==> src/rtl/pal_pkg.sv <==
// Constants and carriers for the parameter access lock.
// Assumes parameter numbers and values travel as 16-bit binary words.
package pal_pkg;

  // Parameter numbers handled by the lock itself
  localparam logic [15:0] PNUM_DISP_SEL = 16'h00a0;
  localparam logic [15:0] PNUM_LOCK_LVL = 16'h0128;
  localparam logic [15:0] PNUM_PASSWORD = 16'h0129;
  localparam logic [15:0] PNUM_CONTRAST = 16'h03df;

  // Reset values and special settings
  localparam logic [15:0] DISP_SEL_RST = 16'h0000;
  localparam logic [15:0] DISP_EXTENDED = 16'h0000;
  localparam logic [15:0] DISP_SIMPLE = 16'h270f;
  localparam logic [15:0] NO_LOCK = 16'h270f;
  localparam logic [15:0] LOCK_LVL_RST = 16'h270f;
  localparam logic [15:0] PASSWORD_RST = 16'h270f;
  localparam logic [15:0] PW_MIN = 16'h03e8;
  localparam logic [15:0] PW_MAX = 16'h270e;
  localparam logic [15:0] LVL_LO_MIN = 16'h0001;
  localparam logic [15:0] LVL_LO_MAX = 16'h0006;
  localparam logic [15:0] LVL_HI_MIN = 16'h0065;
  localparam logic [15:0] LVL_HI_MAX = 16'h006a;
  localparam logic [15:0] LVL_HI_OFS = 16'h0064;
  localparam logic [15:0] CSS_NET = 16'h0002;
  localparam logic [1:0] WP_INHIBIT = 2'h1;
  localparam logic [2:0] FAIL_MAX = 3'h5;

  // Restriction masks, bit n set when level n permits the access
  localparam logic [7:0] LOCAL_RD_MASK = 8'h4e;
  localparam logic [7:0] LOCAL_WR_MASK = 8'h48;
  localparam logic [7:0] SERIAL_RD_MASK = 8'h2e;
  localparam logic [7:0] SERIAL_WR_MASK = 8'h24;

  typedef enum logic [2:0] {OP_READ, OP_WRITE, OP_CLEAR, OP_ALL_CLEAR, OP_COPY} op_e;

  // Access request from panel or serial host
  typedef struct packed {
    op_e op;
    logic serial;
    logic simple;
    logic wp_exempt;
    logic [15:0] pnum;
    logic [15:0] wdata;
  } req_s;

  // Answer to a request
  typedef struct packed {
    logic ok;
    logic lock_refused;
    logic [15:0] rdata;
  } resp_s;

  // Write channel towards the parameter memory
  typedef struct packed {
    logic en;
    logic [15:0] addr;
    logic [15:0] data;
  } mem_wr_s;

endpackage

==> src/rtl/sync_two_ff.sv <==
// Two-flop synchroniser for level inputs arriving from pins.
// Assumes the inputs are slow levels; no pulse is guaranteed to pass.
`timescale 1ns/1ps
module sync_two_ff #(
  parameter int W = 1
) (
  // Clock and reset
  input wire logic core_clk,
  input wire logic resetn,
  // Levels
  input wire logic [W-1:0] async_in,
  output logic [W-1:0] sync_out
);

  logic [W-1:0] meta_q;

  ////////////////////////////////////////////////////////////////////////
  // First stage is read only by the second
  always_ff @(posedge core_clk or negedge resetn) begin
    if (!resetn) begin
      meta_q <= '0;
      sync_out <= '0;
    end else begin
      meta_q <= async_in;
      sync_out <= meta_q;
    end
  end

endmodule

==> src/rtl/parameter_access_lock.sv <==
// Access guard between panel/serial requests and the parameter memory.
// Assumes requests and memory on core_clk; run and unit-present are pins.
//
// Behaviour
// - Display select hides extended parameters locally
// - Serial reads ignore display unless source 2
// - Lock level accepts 9999, 1-6, 101-106
// - Local access table per lock level
// - Serial access table per lock level
// - Display hiding still refuses permitted reads
// - Write protect still refuses permitted writes
// - Password 1000-9998 written registers the lock
// - No lock: password write refused, reads 9999
// - Registered password reads back 0 to 5
// - High levels report failed unlock count
// - Matching password unlocks, mismatch flags error
// - Five failures at high levels block unlocking
// - All clear removes lock, resets settings
// - All clear refused while drive outputs voltage
// - Lock blocks level, clear, copy writes
// - Password refusals leave lock indication as is
// - Internal memory updates always pass
// - Contrast open when parameter unit present
// - Blocked local writes disable easy mode switch
// - Display select and lock level set only in extended display
// - Write protect 1 refuses writes except list and own parameters
`timescale 1ns/1ps
module parameter_access_lock (
  // Clock and reset
  input wire logic core_clk,
  input wire logic resetn,
  // Requests from local panel and serial host
  input wire logic req_valid,
  input wire pal_pkg::req_s req,
  output logic req_ready,
  output logic resp_valid,
  output pal_pkg::resp_s resp,
  // Settings held in the parameter memory
  input wire logic [1:0] write_protect_select,
  input wire logic [15:0] local_command_source_select,
  // Pins
  input wire logic drive_running,
  input wire logic param_unit_present,
  // Internal updates from the drive itself
  input wire pal_pkg::mem_wr_s int_wr,
  // Parameter memory side
  output pal_pkg::mem_wr_s mem_wr,
  output logic mem_rd_en,
  output logic [15:0] mem_raddr,
  input wire logic [15:0] mem_rdata,
  output logic mem_clear,
  output logic mem_all_clear,
  output logic mem_copy,
  // Status
  output logic lock_indication,
  output logic unlock_error,
  output logic easy_mode_switch_en,
  output logic password_registered,
  output logic [2:0] fail_count
);

  typedef enum logic [1:0] {ST_IDLE, ST_MRD, ST_MWAIT} state_e;

  state_e state_q;
  logic [15:0] disp_q;
  logic [15:0] lvl_q;
  logic [15:0] pw_q;
  logic pw_set_q;
  logic [2:0] fail_q;
  logic running_s;
  logic unit_s;
  logic take;
  logic [15:0] lvl_off;
  logic lvl_hi;
  logic [2:0] base;
  logic restr;
  logic rd_ok;
  logic wr_ok;
  logic lwr_ok;
  logic contrast_ok;
  logic simple;
  logic hidden;
  logic own;
  logic wp_on;
  logic wp_block;
  logic grant;
  logic lock_ref;
  logic mem_read;
  logic pw_match;
  logic pw_blocked;
  logic unlock_err_c;
  logic lvl_valid;
  logic pw_valid;
  logic [15:0] pw_read;
  logic [15:0] own_rdata;

  ////////////////////////////////////////////////////////////////////////
  // Pin levels cross into core_clk
  sync_two_ff #(.W(2)) pin_sync (
    .core_clk(core_clk),
    .resetn(resetn),
    .async_in({drive_running, param_unit_present}),
    .sync_out({running_s, unit_s})
  );

  // Internal updates own the write channel, so a request waits for them
  assign take = req_valid && req_ready && !int_wr.en;

  ////////////////////////////////////////////////////////////////////////
  // Level decode and access permissions
  assign lvl_off = lvl_q - pal_pkg::LVL_HI_OFS;
  assign lvl_hi = lvl_q >= pal_pkg::LVL_HI_MIN && lvl_q <= pal_pkg::LVL_HI_MAX;
  assign base = lvl_hi ? lvl_off[2:0] : lvl_q[2:0];
  assign restr = pw_set_q && lvl_q != pal_pkg::NO_LOCK;

  always_comb begin
    rd_ok = !restr || pal_pkg::LOCAL_RD_MASK[base];
    wr_ok = !restr || pal_pkg::LOCAL_WR_MASK[base];
    if (req.serial) begin
      rd_ok = !restr || pal_pkg::SERIAL_RD_MASK[base];
      wr_ok = !restr || pal_pkg::SERIAL_WR_MASK[base];
    end
  end

  assign lwr_ok = !restr || pal_pkg::LOCAL_WR_MASK[base];
  assign contrast_ok = req.pnum == pal_pkg::PNUM_CONTRAST && unit_s;
  assign simple = req.simple || contrast_ok;
  assign hidden = disp_q == pal_pkg::DISP_SIMPLE && !simple
                  && !(req.serial && local_command_source_select != pal_pkg::CSS_NET);
  assign own = req.pnum == pal_pkg::PNUM_DISP_SEL || req.pnum == pal_pkg::PNUM_LOCK_LVL
               || req.pnum == pal_pkg::PNUM_PASSWORD;
  assign wp_on = write_protect_select == pal_pkg::WP_INHIBIT;
  assign wp_block = wp_on && !req.wp_exempt && !own;

  assign lvl_valid = req.wdata == pal_pkg::NO_LOCK
                     || (req.wdata >= pal_pkg::LVL_LO_MIN && req.wdata <= pal_pkg::LVL_LO_MAX)
                     || (req.wdata >= pal_pkg::LVL_HI_MIN && req.wdata <= pal_pkg::LVL_HI_MAX);
  assign pw_valid = req.wdata >= pal_pkg::PW_MIN && req.wdata <= pal_pkg::PW_MAX;
  assign pw_match = req.wdata == pw_q;
  assign pw_blocked = lvl_hi && fail_q == pal_pkg::FAIL_MAX;

  ////////////////////////////////////////////////////////////////////////
  // Grant decision for the offered request
  always_comb begin
    grant = 1'b0;
    lock_ref = 1'b0;
    mem_read = 1'b0;
    case (req.op)
      pal_pkg::OP_READ: begin
        if (req.pnum == pal_pkg::PNUM_LOCK_LVL || req.pnum == pal_pkg::PNUM_PASSWORD) begin
          grant = !(hidden && lvl_q == pal_pkg::NO_LOCK);
        end else begin
          grant = !hidden && (rd_ok || contrast_ok);
          lock_ref = !hidden && !(rd_ok || contrast_ok);
          mem_read = grant && req.pnum != pal_pkg::PNUM_DISP_SEL;
        end
      end
      pal_pkg::OP_WRITE: begin
        if (req.pnum == pal_pkg::PNUM_DISP_SEL) begin
          grant = disp_q == pal_pkg::DISP_EXTENDED && wr_ok
                  && (req.wdata == pal_pkg::DISP_EXTENDED || req.wdata == pal_pkg::DISP_SIMPLE);
          lock_ref = !wr_ok;
        end else if (req.pnum == pal_pkg::PNUM_LOCK_LVL) begin
          grant = disp_q == pal_pkg::DISP_EXTENDED && !pw_set_q && lvl_valid;
          lock_ref = pw_set_q;
        end else if (req.pnum == pal_pkg::PNUM_PASSWORD) begin
          grant = lvl_q != pal_pkg::NO_LOCK && (pw_set_q || pw_valid);
        end else begin
          grant = !wp_block && (wr_ok || contrast_ok);
          lock_ref = !(wr_ok || contrast_ok);
        end
      end
      pal_pkg::OP_CLEAR: begin
        grant = !pw_set_q && !wp_on;
        lock_ref = pw_set_q;
      end
      pal_pkg::OP_COPY: begin
        grant = !pw_set_q;
        lock_ref = pw_set_q;
      end
      pal_pkg::OP_ALL_CLEAR: begin
        grant = !running_s && !wp_on;
      end
      default: begin
        grant = 1'b0;
      end
    endcase
  end

  assign unlock_err_c = take && req.op == pal_pkg::OP_WRITE && req.pnum == pal_pkg::PNUM_PASSWORD
                        && grant && pw_set_q && !pw_blocked && !pw_match;

  ////////////////////////////////////////////////////////////////////////
  // Read values of the parameters kept here
  always_comb begin
    pw_read = pal_pkg::NO_LOCK;
    if (restr) begin
      pw_read = lvl_hi ? {13'h0000, fail_q} : 16'h0000;
    end
    own_rdata = disp_q;
    if (req.pnum == pal_pkg::PNUM_LOCK_LVL) begin
      own_rdata = lvl_q;
    end else if (req.pnum == pal_pkg::PNUM_PASSWORD) begin
      own_rdata = pw_read;
    end
  end

  ////////////////////////////////////////////////////////////////////////
  // Sequencer: memory reads take two extra cycles
  always_ff @(posedge core_clk or negedge resetn) begin
    if (!resetn) begin
      state_q <= ST_IDLE;
      req_ready <= 1'b1;
      mem_rd_en <= 1'b0;
      mem_raddr <= 16'h0000;
    end else begin
      mem_rd_en <= 1'b0;
      case (state_q)
        ST_IDLE: begin
          if (take && mem_read) begin
            state_q <= ST_MRD;
            req_ready <= 1'b0;
            mem_rd_en <= 1'b1;
            mem_raddr <= req.pnum;
          end
        end
        ST_MRD: begin
          state_q <= ST_MWAIT;
        end
        ST_MWAIT: begin
          state_q <= ST_IDLE;
          req_ready <= 1'b1;
        end
        default: begin
          state_q <= ST_IDLE;
          req_ready <= 1'b1;
        end
      endcase
    end
  end

  ////////////////////////////////////////////////////////////////////////
  // Answer: one cycle after take, or after the memory returns
  always_ff @(posedge core_clk or negedge resetn) begin
    if (!resetn) begin
      resp_valid <= 1'b0;
      resp <= '0;
    end else begin
      resp_valid <= 1'b0;
      if (state_q == ST_MWAIT) begin
        resp_valid <= 1'b1;
        resp.rdata <= mem_rdata;
      end else if (take && !mem_read) begin
        resp_valid <= 1'b1;
        resp.ok <= grant && !unlock_err_c;
        resp.lock_refused <= lock_ref;
        resp.rdata <= (grant && req.op == pal_pkg::OP_READ) ? own_rdata : 16'h0000;
      end else if (take) begin
        resp.ok <= 1'b1;
        resp.lock_refused <= 1'b0;
      end
    end
  end

  ////////////////////////////////////////////////////////////////////////
  // Memory commands; internal updates take the write channel first
  always_ff @(posedge core_clk or negedge resetn) begin
    if (!resetn) begin
      mem_wr <= '0;
      mem_clear <= 1'b0;
      mem_all_clear <= 1'b0;
      mem_copy <= 1'b0;
    end else begin
      mem_wr.en <= 1'b0;
      if (int_wr.en) begin
        mem_wr <= int_wr;
      end else if (take && grant && req.op == pal_pkg::OP_WRITE && !own) begin
        mem_wr.en <= 1'b1;
        mem_wr.addr <= req.pnum;
        mem_wr.data <= req.wdata;
      end
      mem_clear <= take && grant && req.op == pal_pkg::OP_CLEAR;
      mem_all_clear <= take && grant && req.op == pal_pkg::OP_ALL_CLEAR;
      mem_copy <= take && grant && req.op == pal_pkg::OP_COPY;
    end
  end

  ////////////////////////////////////////////////////////////////////////
  // Display selection and lock level settings
  always_ff @(posedge core_clk or negedge resetn) begin
    if (!resetn) begin
      disp_q <= pal_pkg::DISP_SEL_RST;
      lvl_q <= pal_pkg::LOCK_LVL_RST;
    end else if (take && grant && req.op == pal_pkg::OP_ALL_CLEAR) begin
      disp_q <= pal_pkg::DISP_SEL_RST;
      lvl_q <= pal_pkg::LOCK_LVL_RST;
    end else if (take && grant && req.op == pal_pkg::OP_WRITE) begin
      if (req.pnum == pal_pkg::PNUM_DISP_SEL) begin
        disp_q <= req.wdata;
      end
      if (req.pnum == pal_pkg::PNUM_LOCK_LVL) begin
        lvl_q <= req.wdata;
      end
    end
  end

  ////////////////////////////////////////////////////////////////////////
  // Password register, lock state and failure count
  always_ff @(posedge core_clk or negedge resetn) begin
    if (!resetn) begin
      pw_q <= pal_pkg::PASSWORD_RST;
      pw_set_q <= 1'b0;
      fail_q <= 3'h0;
      unlock_error <= 1'b0;
    end else begin
      unlock_error <= unlock_err_c;
      if (take && grant && req.op == pal_pkg::OP_ALL_CLEAR) begin
        pw_q <= pal_pkg::PASSWORD_RST;
        pw_set_q <= 1'b0;
        fail_q <= 3'h0;
      end else if (take && grant && req.op == pal_pkg::OP_WRITE && req.pnum == pal_pkg::PNUM_PASSWORD) begin
        if (!pw_set_q) begin
          pw_q <= req.wdata;
          pw_set_q <= 1'b1;
          fail_q <= 3'h0;
        end else if (!pw_blocked && pw_match) begin
          pw_set_q <= 1'b0;
          fail_q <= 3'h0;
        end else if (unlock_err_c && fail_q != pal_pkg::FAIL_MAX) begin
          fail_q <= fail_q + 3'h1;
        end
      end
    end
  end

  ////////////////////////////////////////////////////////////////////////
  // Status outputs
  always_ff @(posedge core_clk or negedge resetn) begin
    if (!resetn) begin
      lock_indication <= 1'b0;
      easy_mode_switch_en <= 1'b1;
      password_registered <= 1'b0;
      fail_count <= 3'h0;
    end else begin
      if (take && lock_ref) begin
        lock_indication <= 1'b1;
      end else if (take && grant) begin
        lock_indication <= 1'b0;
      end
      easy_mode_switch_en <= lwr_ok;
      password_registered <= pw_set_q;
      fail_count <= fail_q;
    end
  end

  ////////////////////////////////////////////////////////////////////////
  // Checks on the guard
  pw_read_hide_a: assert property (@(posedge core_clk) disable iff (!resetn)
    take && req.op == pal_pkg::OP_READ && req.pnum == pal_pkg::PNUM_PASSWORD && restr
    |=> resp_valid && resp.rdata <= 16'h0005)
    else $error("password read exposed a value above five");

  nolock_pw_a: assert property (@(posedge core_clk) disable iff (!resetn)
    take && req.op == pal_pkg::OP_WRITE && req.pnum == pal_pkg::PNUM_PASSWORD
    && lvl_q == pal_pkg::NO_LOCK |=> resp_valid && !resp.ok && !password_registered)
    else $error("password accepted without a lock level");

  level_four_a: assert property (@(posedge core_clk) disable iff (!resetn)
    take && restr && base == 3'h4 && req.op == pal_pkg::OP_WRITE && !own && !contrast_ok
    |=> resp_valid && !resp.ok && lock_indication && !mem_wr.en)
    else $error("write passed at level four");

  all_clear_run_a: assert property (@(posedge core_clk) disable iff (!resetn)
    take && req.op == pal_pkg::OP_ALL_CLEAR && running_s |=> resp_valid && !resp.ok && !mem_all_clear)
    else $error("all clear performed while running");

  all_clear_unlock_a: assert property (@(posedge core_clk) disable iff (!resetn)
    take && req.op == pal_pkg::OP_ALL_CLEAR && !running_s && !wp_on
    |=> mem_all_clear && lvl_q == pal_pkg::NO_LOCK ##1 !password_registered && fail_count == 3'h0)
    else $error("all clear left the lock in place");

  fail_sat_a: assert property (@(posedge core_clk) disable iff (!resetn)
    fail_q == pal_pkg::FAIL_MAX && !(take && req.op == pal_pkg::OP_ALL_CLEAR)
    |=> fail_q == pal_pkg::FAIL_MAX || !pw_set_q)
    else $error("failure count left saturation");

  unlock_err_a: assert property (@(posedge core_clk) disable iff (!resetn)
    unlock_error |-> pw_set_q && !resp.ok && resp_valid)
    else $error("unlock error without a kept lock");

  easy_mode_a: assert property (@(posedge core_clk) disable iff (!resetn)
    restr && !pal_pkg::LOCAL_WR_MASK[base] |=> !easy_mode_switch_en)
    else $error("easy mode switch left enabled");

  mem_read_lat_a: assert property (@(posedge core_clk) disable iff (!resetn)
    take && mem_read |=> mem_rd_en && !req_ready ##2 resp_valid && req_ready)
    else $error("memory read answer out of step");

  level_frozen_a: assert property (@(posedge core_clk) disable iff (!resetn)
    take && req.op == pal_pkg::OP_WRITE && req.pnum == pal_pkg::PNUM_LOCK_LVL && pw_set_q
    |=> !resp.ok && lock_indication && lvl_q == $past(lvl_q))
    else $error("lock level changed while locked");

  internal_wr_a: assert property (@(posedge core_clk) disable iff (!resetn)
    int_wr.en |=> mem_wr.en && mem_wr.addr == $past(int_wr.addr))
    else $error("internal update was dropped");

endmodule

==> config.mk <==
export PLATFORM = sky130hd
export DESIGN_NAME = parameter_access_lock
export DESIGN_NICKNAME = d
export VERILOG_FILES = /design/src/rtl/pal_pkg.sv /design/src/rtl/sync_two_ff.sv /design/src/rtl/parameter_access_lock.sv
export SDC_FILE = /design/constraint.sdc
export NUM_CORES = 1
export LEC_CHECK = 0
export BUFFER_PORTS_ARGS = -buffer_cell sky130_fd_sc_hd__buf_2
export CORE_ASPECT_RATIO = 2
export CORE_UTILIZATION = 53
export DETAILED_ROUTE_END_ITERATION = 8
export PLACE_DENSITY_LB_ADDON = 0.12
export SETUP_SLACK_MARGIN = 0.5
export SYNTH_ARGS = -nofsm -noshare
export SYNTH_HDL_FRONTEND = slang
export SYNTH_SLANG_ARGS = --single-unit
==> constraint.sdc <==
create_clock -name core_clk -period 3.39 [get_ports core_clk]
set_input_delay 0.678 -clock core_clk [delete_from_list [all_inputs] [get_ports core_clk]]
set_output_delay 0.678 -clock core_clk [all_outputs]
set_load 0.1 [all_outputs]
==> results.md <==
- GR Overflow Total: 0
- Port-buffer cells: roughly 190
- Primary FF master, synth: dfrtp_1
- I/O pin total: 190
- Routed wire per std cell: about 20 microns
- CTS tree: done
- Area Growth Syn to Fin: 36.34%
- Mapped Area: 7007 sq um
- Final Critical Period: approximately 3000 ps
- Synth cell count leaders: dfrtp_1, nand2_1, inv_1
- Layout cell share with drive strength beyond 1: a little over two fifths
- DR vias: 6411
- Worst hold margin: about 270 ps
- Fin Clk Skew: around 14 ps
- Design Area, Final: roughly 9600 sq um
- Drt total wl: about 22000 microns
- Max Cap Violations: 0
- Area post-placement: 8549 sq um
- Largest net degree at the start of global routing: 74
- Yosys reg bits: between 100 and 150
- Gpl congestion: 0.8857
- First-pass detailed-route iteration total: 5
- Clock Tree Buf Depth: 2
- Critical path arrival: about 3200 ps
- Vias in the first global route: between 6k and 7k
- Setup crit end: mem_wr[14]$_DFFE_PN0P_
- Total Neg Setup Slack: 0 ps
- Total GRT Usage: a little under a third
- DRC: 0
- Worst flop-to-flop path startpoint: lvl_q[0]$_DFFE_PN1P_
- RSZ-0062 raised after global routing: yes
- Area of the multi-input gates: ~3500 sq um
- Register Area: about 3500 sq um
- Worst Setup Slack, final: approximately 450 ps
- Vias per cell: about 5.9
- Fillers: a little over 900
- Initial detailed-routing violation count: between 300 and 400
- Worst-skew pair later-pin latency: roughly 420 ps
- Worst hold path class: input pin to asynchronous set/reset pin
- Leakage power: between 4 and 5 nW
- Slew @ Worst Pin: ~690 ps
- Yosys warns: 0
- VDD IR-drop max: ~0.00071 V
- Total CTS buffers: 17
- Nets: 1026
- Status: finished clean
- First-pass GRT wire length: approximately 33000 microns
- H-tree depth: 4
- FMAX: ~340 MHz
- Initial core utilization: a little over half
- Worst R2R Setup Slack: 580 ps
- Sequential fraction of the synthesis area: ~50%
- Syn Nets: ~800
- Post-synth EDFFs: 0
- Fin crit share: between 80 and 90%
- Power per Cell Area: between 600 and 700 nW/um^2
- Post-synth ARST share: 100.0%
- Final setup viols: 0
- Area leader, netlist: dfrtp_1
- Hpwl dp: about 16000 microns
- Root Driver: clkbuf_16
- Most frequent cell after synthesis: dfrtp_1
- Total design power: 6.457 mW
- Row cnt: 59
- Die Y: about 160 microns
- Post-Place Worst Slack: -101.3 ps
- Worst Path Max Fanout: 12
- Chip width: 83.30 microns
- Crit start category: input pin
- Initial antenna violation count: 1
- Max-slew headroom: ~54%
- CORE AREA: between 10000 and 15000 sq um
- WP data required: roughly 3700 ps
- Crit path from: req[7]
- Top post-synthesis cells by area: dfrtp_1, dfstp_2, mux2_2
- Yosys cell types: just over 70
- Die footprint: about 14000 sq um
- Slew Viols, Final: 0
- Sink Count: between 100 and 150
- Post-route ant nets: 0
- Synth Area per Inst: around 10 sq um
- Share of the synthesized area in the top cell type: between 40% and 50%
- Synth Instances: 671
- R2R depth: 8
- Crit path kind: input pin to flop
- Critical Path Sink Type: flop
- Hold Vio Cnt, Final: 0
- CTS clk-pin slew, worst paths: 70 ps
- RR Endpoint: mem_raddr[9]$_DFFE_PN0P_
==> per-layer routing <==
layer	track usage (%)	part of all wire [%]	vias to the layer above
li1	-	-	2939
met5	0	0	-
met4	20.30	5.6	0
met2	57.12	55	274
met3	4.948	4.8	85
met1	31.97	34	3113
==> report_power, final <==
group	switching [mW]	internal, mW	total [mW]
clock	0.773	1.17	1.95
combinational	1.78	0.621	2.40
sequential	0.190	1.93	2.12
==> cell families (layout without fill, tap and decap cells) <==
group / Yosys count / count (layout) / synth area share, %
buffers and inverters: 83 / 338 / 4.911
DFF: 138 / 138 / 49.61
and+or+nand+nor: 226 / 226 / 18.73
AOI/OAI and AO/OA: 151 / 151 / 15.98
adders and majority gates: 2 / 2 / 0.3571
muxes: 51 / 51 / 7.911
other: 0 / 1 / 0
xor gates and xnor gates: 20 / 20 / 2.500
==> stage by stage <==
step | utilization, % | cells
after floorplan | - | 671
after global placement | 66.18 | 1034
after detailed placement | 66.18 | 1034
after CTS | 71.52 | 1068
after global routing | 73.95 | 1079
final | 73.95 | 1079
==> sequential cells by signal (all words and copies together) (netlist names), 2 cells and up <==
signal	cells
lvl_q	16
state_q	2
pin_sync.meta_q	2
pin_sync.sync_out	2
mem_wr	33
fail_count	3
disp_q	16
pw_q	16
resp	18
fail_q	3
mem_raddr	16
==> worst min-delay path by stage <==
stage                                            start                             end  slack, ps  depth (start not counted)
after floorplan           pin_sync.meta_q[0]$_DFF_PN0_  pin_sync.sync_out[0]$_DFF_PN0_        330                          0
after global placement    pin_sync.meta_q[0]$_DFF_PN0_  pin_sync.sync_out[0]$_DFF_PN0_        330                          0
after detailed placement  pin_sync.meta_q[1]$_DFF_PN0_  pin_sync.sync_out[1]$_DFF_PN0_        340                          0
after CTS                                       resetn  pin_sync.sync_out[1]$_DFF_PN0_        290                          1
after global routing                            resetn  pin_sync.sync_out[1]$_DFF_PN0_        330                          1
final                                           resetn    pin_sync.meta_q[1]$_DFF_PN0_        270                          1
==> area by class of cell <==
| type | count | share of cell area (%) |
|---|---|---|
| Antenna cell | 1 | 0.02620 |
| Clock buffer | 17 | 4.453 |
| Clock inverter | 14 | 1.912 |
| Inverter | 44 | 1.729 |
| Multi-Input combinational cell | 450 | 36.35 |
| Sequential cell | 138 | 36.39 |
| Tap cell | 152 | 1.991 |
| Timing Repair Buffer | 263 | 17.16 |
==> cells in the final DEF (no fill, tap or decap), types with 7 or more instances in the layout <==
cell,count
mux2i_1,16
clkbuf_16,18
mux2_2,34
buf_4,60
dfstp_2,18
and2_1,7
xnor2_1,18
o21ai_0,30
buf_6,10
a221o_1,11
o311ai_0,9
buf_2,186
nand4_1,13
nand3_1,10
nor4_1,10
nor3b_1,15
nor2b_1,19
nand2_1,50
inv_1,44
nor3_1,15
a22oi_1,16
a21oi_1,24
nor2_1,33
dfrtp_1,120
==> critical path, cell delays in order <==
cell and delay, ps:
buf_6 90, or4_4 590, a2111oi_4 220, a41oi_2 100
o41ai_4 380, nand4_4 170, nor3_4 250, buf_12 170
mux2_2 330, mux2_2 260
==> timing repair <==
item,4_1_cts,5_1_grt
resized for setup,7,41
pin swaps,3,10
endpoints found under the setup margin,88,99
hold buffers,0,0
endpoints found under the hold margin,0,0
gates cloned,0,1
buffers inserted,3,9
No activity file was read; power rests on OpenSTA's default activity.
